## config.mk

```make
export PLATFORM = sky130hd
export DESIGN_NAME = host_parallel_port
export DESIGN_NICKNAME = d
export VERILOG_FILES = /design/src/host_port_pkg.sv /design/src/strobe_combine.sv /design/src/ale_latch.sv /design/src/host_parallel_port.sv
export SDC_FILE = /design/constraint.sdc
export NUM_CORES = 1
export LEC_CHECK = 0
export BUFFER_PORTS_ARGS = -buffer_cell sky130_fd_sc_hd__buf_4
export CORE_UTILIZATION = 40
export DETAILED_ROUTE_END_ITERATION = 8
export PLACE_DENSITY = 0.74
export SYNTH_ARGS = -nofsm -noshare
export SYNTH_HDL_FRONTEND = slang
export SYNTH_SLANG_ARGS = --single-unit
```

## constraint.sdc

```tcl
create_clock -name i_clk -period 4.5 [get_ports i_clk]
set_input_delay 1.125 -clock i_clk [delete_from_list [all_inputs] [get_ports i_clk]]
set_output_delay 1.125 -clock i_clk [all_outputs]
set_load 0.05 [all_outputs]
```

## src/host_port_pkg.sv

```systemverilog
/*
 Shared constants and types for the host parallel port.
 Assumes a single 100 MHz clock and host pins sampled synchronously.
*/
package host_port_pkg;
	localparam int ADDR_WIDTH_DEF = 8;
	localparam int DATA_WIDTH_DEF = 8;
	localparam logic STYLE_RESET = 1'b0;
	localparam logic [7:0] READ_DATA_RESET = 8'h00;

	typedef enum logic [1:0] {
		ST_IDLE  = 2'b00,
		ST_READ  = 2'b01,
		ST_WRITE = 2'b11
	} access_state_type;
endpackage

```

## src/strobe_combine.sv

```systemverilog
/*
 Combines a host strobe with chip select and reports its edges.
 Assumes the inputs are synchronous to i_clk.
*/
`timescale 1ns/1ps
module strobe_combine (
	input  wire logic i_clk,
	input  wire logic i_nrst,
	input  wire logic i_strobe_n,
	input  wire logic i_select_n,
	output logic      o_active,
	output logic      o_fall,
	output logic      o_rise
);
	logic active_reg;

	// Active only while both lines are low
	assign o_active = ~i_strobe_n & ~i_select_n;
	assign o_fall   = o_active & ~active_reg;
	assign o_rise   = ~o_active & active_reg;

	always_ff @(posedge i_clk) begin
		if (!i_nrst) begin
			active_reg <= 1'b0;
		end else begin
			active_reg <= o_active;
		end
	end
endmodule // strobe_combine

```

## src/ale_latch.sv

```systemverilog
/*
 Address latch for the multiplexed bus style.
 Assumes the address/data lines and the latch enable are synchronous to i_clk.
*/
`timescale 1ns/1ps
module ale_latch #(
	parameter int ADDR_WIDTH = 8
) (
	input  wire logic                  i_clk,
	input  wire logic                  i_nrst,
	input  wire logic                  i_ale,
	input  wire logic [ADDR_WIDTH-1:0] i_ad,
	output logic      [ADDR_WIDTH-1:0] o_addr,
	output logic                       o_ale_held
);
	logic                  ale_reg;
	logic [ADDR_WIDTH-1:0] addr_reg;

	always_ff @(posedge i_clk) begin
		if (!i_nrst) begin
			// Idles high like a demultiplexed host's ALE, so no false fall follows reset
			ale_reg  <= 1'b1;
			addr_reg <= '0;
		end else begin
			ale_reg <= i_ale;
			// Track while high, freeze on the falling edge
			if (i_ale) begin
				addr_reg <= i_ad;
			end
		end
	end

	assign o_addr     = addr_reg;
	assign o_ale_held = ale_reg;
endmodule // ale_latch

```

## src/host_parallel_port.sv

```systemverilog
/*
 Host parallel slave port: the external host reads and writes internal
 registers over one of two bus styles chosen by a pin at reset.
 Assumes host pins are synchronous to i_clk; the register file sits outside
 and answers reads combinationally from o_reg_addr.
*/
// Operation
// - Style pin high: strobe/direction; low: split
// - Style captured at reset release, held
// - Strobe/direction style: demultiplexed buses only
// - Split style: ALE usage picks muxed/demuxed
// - Direction selects, data strobe times access
// - Access active while strobe and select low
// - Split style: read strobe reads, write writes
// - Muxed: address latched from shared lines
// - Muxed: address captured at ALE fall
// - Write data taken at strobe end
// - Read drives bus, floats after strobe end
`timescale 1ns/1ps
module host_parallel_port
	import host_port_pkg::*;
#(
	parameter int ADDR_WIDTH = ADDR_WIDTH_DEF,
	parameter int DATA_WIDTH = DATA_WIDTH_DEF
) (
	input  wire logic                  i_clk,
	input  wire logic                  i_nrst,
	input  wire logic                  i_style_sel,
	input  wire logic                  i_select_n,
	input  wire logic [ADDR_WIDTH-1:0] i_addr,
	input  wire logic [DATA_WIDTH-1:0] i_data,
	input  wire logic                  i_data_strobe_n,
	input  wire logic                  i_read_write,
	input  wire logic                  i_read_n,
	input  wire logic                  i_write_n,
	input  wire logic                  i_ale,
	input  wire logic [DATA_WIDTH-1:0] i_reg_rdata,
	output logic      [DATA_WIDTH-1:0] o_data,
	output logic                       o_data_oe_n,
	output logic      [ADDR_WIDTH-1:0] o_reg_addr,
	output logic      [DATA_WIDTH-1:0] o_reg_wdata,
	output logic                       o_reg_write,
	output logic                       o_reg_read,
	output logic                       o_style_dir
);
	////////////////////////////////////////////////////////////////////////////
	typedef struct packed {
		logic                  style_dir;
		logic                  style_taken;
		access_state_type      state;
		logic [ADDR_WIDTH-1:0] addr;
		logic [DATA_WIDTH-1:0] rdata;
		logic [DATA_WIDTH-1:0] wdata;
		logic                  drive;
		logic                  wr_pulse;
		logic                  rd_pulse;
	} port_state_type;

	port_state_type s_reg;
	port_state_type s_next;

	logic                  sd_fall, sd_rise;
	logic                  rd_fall, rd_rise;
	logic                  wr_fall, wr_rise;
	logic [ADDR_WIDTH-1:0] ale_addr;
	logic                  ale_held;
	logic                  muxed;
	logic [ADDR_WIDTH-1:0] cur_addr;
	logic                  acc_start, acc_end, acc_is_read;

	////////////////////////////////////////////////////////////////////////////
	strobe_combine u_sd (
		.i_clk      (i_clk),
		.i_nrst     (i_nrst),
		.i_strobe_n (i_data_strobe_n),
		.i_select_n (i_select_n),
		.o_active   (),
		.o_fall     (sd_fall),
		.o_rise     (sd_rise)
	);

	strobe_combine u_rd (
		.i_clk      (i_clk),
		.i_nrst     (i_nrst),
		.i_strobe_n (i_read_n),
		.i_select_n (i_select_n),
		.o_active   (),
		.o_fall     (rd_fall),
		.o_rise     (rd_rise)
	);

	strobe_combine u_wr (
		.i_clk      (i_clk),
		.i_nrst     (i_nrst),
		.i_strobe_n (i_write_n),
		.i_select_n (i_select_n),
		.o_active   (),
		.o_fall     (wr_fall),
		.o_rise     (wr_rise)
	);

	// Multiplexed data lines carry the address; width taken from the low bits
	ale_latch #(.ADDR_WIDTH(ADDR_WIDTH)) u_ale (
		.i_clk      (i_clk),
		.i_nrst     (i_nrst),
		.i_ale      (i_ale),
		.i_ad       (ADDR_WIDTH'(i_data)),
		.o_addr     (ale_addr),
		.o_ale_held (ale_held)
	);

	////////////////////////////////////////////////////////////////////////////
	// A demultiplexed host keeps ALE high; in split style a low ALE during the strobe
	// means the address came over the data lines.
	assign muxed    = ~s_reg.style_dir & ~i_ale;
	assign cur_addr = muxed ? ale_addr : i_addr;

	always_comb begin
		if (s_reg.style_dir) begin
			acc_start   = sd_fall;
			acc_end     = sd_rise;
			acc_is_read = i_read_write;
		end else begin
			acc_start   = rd_fall | wr_fall;
			acc_end     = (s_reg.state == ST_READ) ? rd_rise : wr_rise;
			acc_is_read = rd_fall;
		end
	end

	////////////////////////////////////////////////////////////////////////////
	always_comb begin
		s_next          = s_reg;
		s_next.wr_pulse = 1'b0;
		s_next.rd_pulse = 1'b0;
		// Caught on the first clock after reset release
		if (!s_reg.style_taken) begin
			s_next.style_dir   = i_style_sel;
			s_next.style_taken = 1'b1;
		end else begin
			case (s_reg.state)
				ST_IDLE: begin
					if (acc_start) begin
						s_next.addr = cur_addr;
						if (acc_is_read) begin
							s_next.state    = ST_READ;
							s_next.rd_pulse = 1'b1;
						end else begin
							s_next.state = ST_WRITE;
						end
					end
				end
				ST_READ: begin
					// Sample register data one clock into the strobe
					s_next.rdata = i_reg_rdata;
					s_next.drive = 1'b1;
					if (acc_end) begin
						s_next.drive = 1'b0;
						s_next.state = ST_IDLE;
					end
				end
				ST_WRITE: begin
					s_next.wdata = i_data;
					s_next.addr  = cur_addr;
					if (acc_end) begin
						s_next.wr_pulse = 1'b1;
						s_next.state    = ST_IDLE;
					end
				end
				default: begin
					s_next.state = ST_IDLE;
				end
			endcase
		end
	end

	always_ff @(posedge i_clk) begin
		if (!i_nrst) begin
			s_reg <= '{style_dir: STYLE_RESET, style_taken: 1'b0, state: ST_IDLE,
				addr: '0, rdata: DATA_WIDTH'(READ_DATA_RESET), wdata: '0, drive: 1'b0,
				wr_pulse: 1'b0, rd_pulse: 1'b0};
		end else begin
			s_reg <= s_next;
		end
	end

	assign o_data      = s_reg.rdata;
	assign o_data_oe_n = ~s_reg.drive;
	assign o_reg_addr  = s_reg.addr;
	assign o_reg_wdata = s_reg.wdata;
	assign o_reg_write = s_reg.wr_pulse;
	assign o_reg_read  = s_reg.rd_pulse;
	assign o_style_dir = s_reg.style_dir;

	////////////////////////////////////////////////////////////////////////////
	style_hold_a: assert property (@(posedge i_clk) disable iff (!i_nrst)
		s_reg.style_taken |=> $stable(s_reg.style_dir))
		else $error("bus style changed after reset");
	style_take_a: assert property (@(posedge i_clk) disable iff (!i_nrst)
		!s_reg.style_taken |=> s_reg.style_dir == $past(i_style_sel))
		else $error("bus style not taken from pin");
	write_end_a: assert property (@(posedge i_clk) disable iff (!i_nrst)
		(s_reg.state == ST_WRITE && acc_end) |=> o_reg_write && o_reg_wdata == $past(i_data))
		else $error("write not issued at strobe end");
	read_drive_a: assert property (@(posedge i_clk) disable iff (!i_nrst)
		(s_reg.state == ST_IDLE && s_reg.style_taken && acc_start && acc_is_read)
		|=> ##1 !o_data_oe_n)
		else $error("read data not driven");
	read_float_a: assert property (@(posedge i_clk) disable iff (!i_nrst)
		(s_reg.state == ST_READ && acc_end) |=> o_data_oe_n)
		else $error("data bus not released");
	drive_scope_a: assert property (@(posedge i_clk) disable iff (!i_nrst)
		!o_data_oe_n |-> $past(s_reg.state) == ST_READ)
		else $error("bus driven outside read");
	dir_read_a: assert property (@(posedge i_clk) disable iff (!i_nrst)
		(s_reg.style_dir && s_reg.state == ST_IDLE && sd_fall && i_read_write && s_reg.style_taken)
		|=> s_reg.state == ST_READ)
		else $error("direction high not read");
	dir_write_a: assert property (@(posedge i_clk) disable iff (!i_nrst)
		(s_reg.style_dir && s_reg.state == ST_IDLE && sd_fall && !i_read_write && s_reg.style_taken)
		|=> s_reg.state == ST_WRITE)
		else $error("direction low not write");
	mux_addr_a: assert property (@(posedge i_clk) disable iff (!i_nrst)
		(ale_held && !i_ale && !s_reg.style_dir && s_reg.style_taken)
		|-> ale_addr == ADDR_WIDTH'($past(i_data)))
		else $error("address not latched at ale fall");
	addr_freeze_a: assert property (@(posedge i_clk) disable iff (!i_nrst)
		(!ale_held && !i_ale && s_reg.style_taken) |-> $stable(ale_addr))
		else $error("latched address moved while ale low");
	cov_read_c:  cover property (@(posedge i_clk) s_reg.state == ST_READ && acc_end);
	cov_write_c: cover property (@(posedge i_clk) o_reg_write);
	cov_mux_c:   cover property (@(posedge i_clk) muxed && o_reg_write);
	cov_dir_c:   cover property (@(posedge i_clk) s_reg.style_dir && o_reg_write);
endmodule // host_parallel_port

```

# Word level (Yosys, flattened, before mapping)
# Index checks and enable logic that the tools add are counted.
# totals
inputBits,33
n_memories,0
latchBits,0
mem_bits_ro,0
regBits,42
mem_bits_rw,0
# op_classes
n_addsub,0
muxes,13
eq_ne,4
n_shift,0
bitwise,24
n_lt_le_gt_ge,0
div_mod_pow,0
n_reduce_logical,9
n_mul,0
# op_table
cell,n
one-hot mux 8 bit (2 select lines),1
NOT 1 bit,13
bitwise AND 1 bit,10
two-way mux 10 bit,1
AND reduction 3 bit,3
two-way mux 8 bit,1
two-way mux 1 bit,7
two-way mux 2 bit,2
one-hot mux 2 bit (2 select lines),1
AND reduction 2 bit,2
AND reduction 4 bit,1
equality test 2 x 1 -> 1 bit (second input constant),1
equality test 2 bit (second input constant),1
logical NOT 2 bit,1
inequality test 2 x 1 -> 1 bit (second input constant),1
inequality test 2 bit (second input constant),1
nonzero test 2 bit,1
OR reduction 2 bit,1
bitwise OR 1 bit,1

# Logic depth before layout (Yosys ltp)
# logic_depth
word_depth,8
depth_mapped,6
ltp_nobuf,4

# By module
# A second synthesis with hierarchy kept.
# hier_totals
hier_cells,224
hier_area_um2,2026.9
# by_module_without_submodules
module,area_per_inst_um2,cells_each,instances,seq_area_each_um2
host_parallel_port,1537.7,182,1,620.6
ale_latch,327.8,27,1,180.2
strobe_combine,53.8,5,3,20.0

# Worst setup path after synthesis
# OpenSTA, ideal clock, no wires.
# synth_path
path_type,input port to flip-flop
from,input port i_select_n
to,register s_reg[28] in the netlist's numbering
slack_ns,2.066
arrival_time_ns,2.307
required_ns,4.373
cell_stages,5
setup_ns,0.127
cell_sequence,buf_2 nor2_1 or4b_4 nor4b_4 or3_1
# synth_between
elab_chain_len,8
# synth_rtl
element,line,text
start: declaration,host_parallel_port.sv:29,"input wire logic i_select_n,"
NOT 1 bit *,strobe_combine.sv:18,assign o_active = ~i_strobe_n & ~i_select_n;
bitwise AND 1 bit,strobe_combine.sv:18,
NOT 1 bit,strobe_combine.sv:20,assign o_rise = ~o_active & active_reg;
bitwise AND 1 bit,strobe_combine.sv:20,
two-way mux 1 bit,host_parallel_port.sv:125,acc_end = (s_reg.state == ST_READ) ? rd_rise : wr_rise;
two-way mux 1 bit,host_parallel_port.sv:119,if (s_reg.style_dir) begin
inequality test 2 x 1 -> 1 bit (no source line),-,
AND reduction 3 bit (no source line),-,
end signal: assignment,host_parallel_port.sv:178,"s_reg <= '{style_dir: STYLE_RESET, style_taken: 1'b0, state: ST_IDLE,"
end signal: assignment,host_parallel_port.sv:182,s_reg <= s_next;
end: declaration,host_parallel_port.sv:59,port_state_type s_reg;
# Every way passes the cells marked *; elsewhere a longest branch is shown, timed or not. The select of a mux whose other input is x is not followed.
# A chain may end at the register's enable or synchronous reset.

# Worst setup path in the final report
# layout_path
from,input port i_ale
to,"register s_reg, in the netlist o_reg_addr[6]"
# layout_between
elab_chain_len,5
# layout_rtl
element,line,text
start: declaration,host_parallel_port.sv:36,"input wire logic i_ale,"
NOT 1 bit *,host_parallel_port.sv:115,assign muxed = ~s_reg.style_dir & ~i_ale;
bitwise AND 1 bit *,host_parallel_port.sv:115,
two-way mux 8 bit *,host_parallel_port.sv:116,assign cur_addr = muxed ? ale_addr : i_addr;
two-way mux 10 bit,host_parallel_port.sv:142,if (acc_start) begin
one-hot mux 8 bit (2 select lines) *,host_parallel_port.sv:140,case (s_reg.state)
# Marks and branches as above.

==> out/results.txt <==
share of cells above drive strength 1 = 0.286
row count = 24
max-cap violations = 0
Die H = 70.8 µm
Peak VDD IR = 0.185 mV
Initial DRC Count = 71
Vias = 1566
IO buf count = 60
footprint of the multi-input gates = 795 µm²
Fmax achieved = 433 MHz
Cell Area, Synth = 1890 µm²
post-CTS setup buffer count = 0
Worst-path clk slew = 80 ps
setup TNS = 0 ps
Period minus WS final = 2310 ps
drt first pass iters = 6
Synth Register Bits = 42
antenna violation net count after detailed routing = 0
Root Driver = clkbuf_8
grt total ovfl = 0
CTS Buffer Depth = 2
Cells after DPL = 297
sequential element share of the synthesized area = 0.444
CTS tree = yes
asr flop ratio synth = 0
hold-fix buffers at CTS = 0
Synth Flop Type = dfxtp_1
skew final = 3.82 ps
Synth Area per Inst = 8.57 µm²
Total GRT Usage = 0.163
synth unique cells = 31
Post-synth EDFFs = 0
crit-path max cell delay = 740 ps
gpl congestion = 0.741
fin crit share = 0.513
total power = 836 µW
DRT met1 WL = 1810 µm
final hold vios = 0
ANT cells = 0
crit start category = primary input
Placed Area = 2180 µm²
post-cts resize count = 0
Worst Path Arrival = 2460 ps
Ys Warns = 0
final instance area = 2290 µm²
Final Instance Count excl. Fillers = 304
outcome = finished with violations
P_leak = 0.970 nW
RSZ-0062 raised after global routing = false
fin nets = 285
Num Clock Sinks = 42
Initial Util = 0.426
Post-Route WL = 4010 µm
first-pass GRT wire length = 6550 µm
Final HPWL DP = 2950 µm
# IOs = 61
Syn Nets = 254
metal2 WL = 1910 µm
Fillers = 448
worst hold path class = flip-flop to flip-flop
P per Cell Area = 365 nW/µm²
area delta synth->final = 20.9%
CP max stage cell = nor2_1
Residual DRC = 10
Critical Path, Cell by Cell = buf_4, nor2_1, nor2b_1, a221oi_1, nor3_1
Slew Viols, Final = 0
largest net degree at the start of global routing = 26
post-DR wirelength/cell = 13.2 µm
Slew headroom = 0.371
Die X = 70.8 µm
WL met3 = 251 µm
core box area = 4440 µm²
DIE AREA = 5010 µm²
# setup viols final = 0
storage element area = 841 µm²
critical path fanouts, max = 16
Slew @ Worst Pin = 940 ps
number of global-route vias before repair = 1431
CP Class = primary input to flip-flop
worst hold slack = 456 ps
failing checks = design-rule violations
Required @ worst endpoint = 4650 ps
Cells after Synth = 221
CTS HTree Levels = 2
initial antenna violation count = 0
critical path endpoint category = flip-flop
number of vias per cell = 5.15
worst-skew pair later-pin latency = 290 ps
DR top layer = met4
TritonCTS Buffers = 5
==> Yosys cell counts, types with 2 or more instances <==
cell	number	area share
nor2_1	13	0.026
clkbuf_1	8	0.016
or3_1	2	0.0066
buf_4	24	0.095
nand3_1	12	0.032
nand2_1	28	0.055
a21oi_1	19	0.050
inv_1	5	0.0099
nor3_1	20	0.053
a221oi_1	8	0.037
buf_2	3	0.0079
nor2b_1	9	0.030
mux2i_1	9	0.048
dfxtp_1	42	0.44
and3_1	3	0.0099
==> metrics by stage <==
stage | utilization | setup slack (ps)
after floorplan | - | 2070
after global placement | 0.490 | 1960
after detailed placement | 0.490 | 1890
after CTS | 0.515 | 2210
after global routing | 0.515 | 2060
final | 0.515 | 2190
==> logic make-up (layout without fill, tap and decap cells) <==
| group | count (synthesis) | in the layout | synth area share |
|---|---|---|---|
| simple gates | 94 | 94 | 0.259 |
| mux | 9 | 9 | 0.0476 |
| compound gates | 34 | 34 | 0.113 |
| buf+inv | 42 | 73 | 0.137 |
| flops | 42 | 42 | 0.444 |
==> path summary, 6_finish.rpt <==
path	from	to	slack, ps	cells after the start
setup / recovery	i_ale	o_reg_addr[6]	2190	5
hold / removal	o_reg_wdata[5]	o_reg_wdata[5]	460	2
setup reg to reg	s_reg[27]	o_reg_addr[4]	2520	4
hold reg to reg	o_reg_wdata[5]	o_reg_wdata[5]	460	2
==> report_power, final <==
part | switching (mW) | total [mW] | internal [mW]
combinational | 0.0774 | 0.131 | 0.0538
sequential | 0.0148 | 0.403 | 0.388
clock | 0.124 | 0.302 | 0.177
==> placed cells by master (no fill, tap or decap), drive strengths merged <==
master,synthesis,layout
buf,29,61
dfxtp,42,42
nand2,28,28
nor3,20,20
a21oi,19,19
nor2,13,13
nand3,12,12
nor2b,10,10
mux2i,9,9
a221oi,8,8
clkbuf,8,6
inv,5,5
and3,3,3
nor4b,3,3
or3,2,2
o22ai,1,1
nor3b,1,1
a21o,1,1
o211ai,1,1
or4b,1,1
nor4,1,1
o2111ai,1,1
o31ai,1,1
a31oi,1,1
o21ai,1,1
bufinv,0,1
==> worst max-delay path, delay by kind of cell <==
family / cells / cell delay [ps]
AOI/OAI and AO/OA: 1 / 250
buffers and inverters: 1 / 160
and+or+nand+nor: 3 / 930
==> metal layers <==
metal,track usage,vias to the layer above
li1,-,801
met1,0.205,711
met2,0.274,48
met3,0.0470,6
met4,0.0467,0
met5,0,-
==> cell type report <==
cell class | count | share of cell area
inverter | 5 | 0.00820
clock inverter | 1 | 0.0131
clock buffer | 6 | 0.0361
multi-input combinational | 137 | 0.347
timing repair buffer | 61 | 0.200
sequential | 42 | 0.367
tap | 52 | 0.0284
Power figures use the tool's default switching activity.
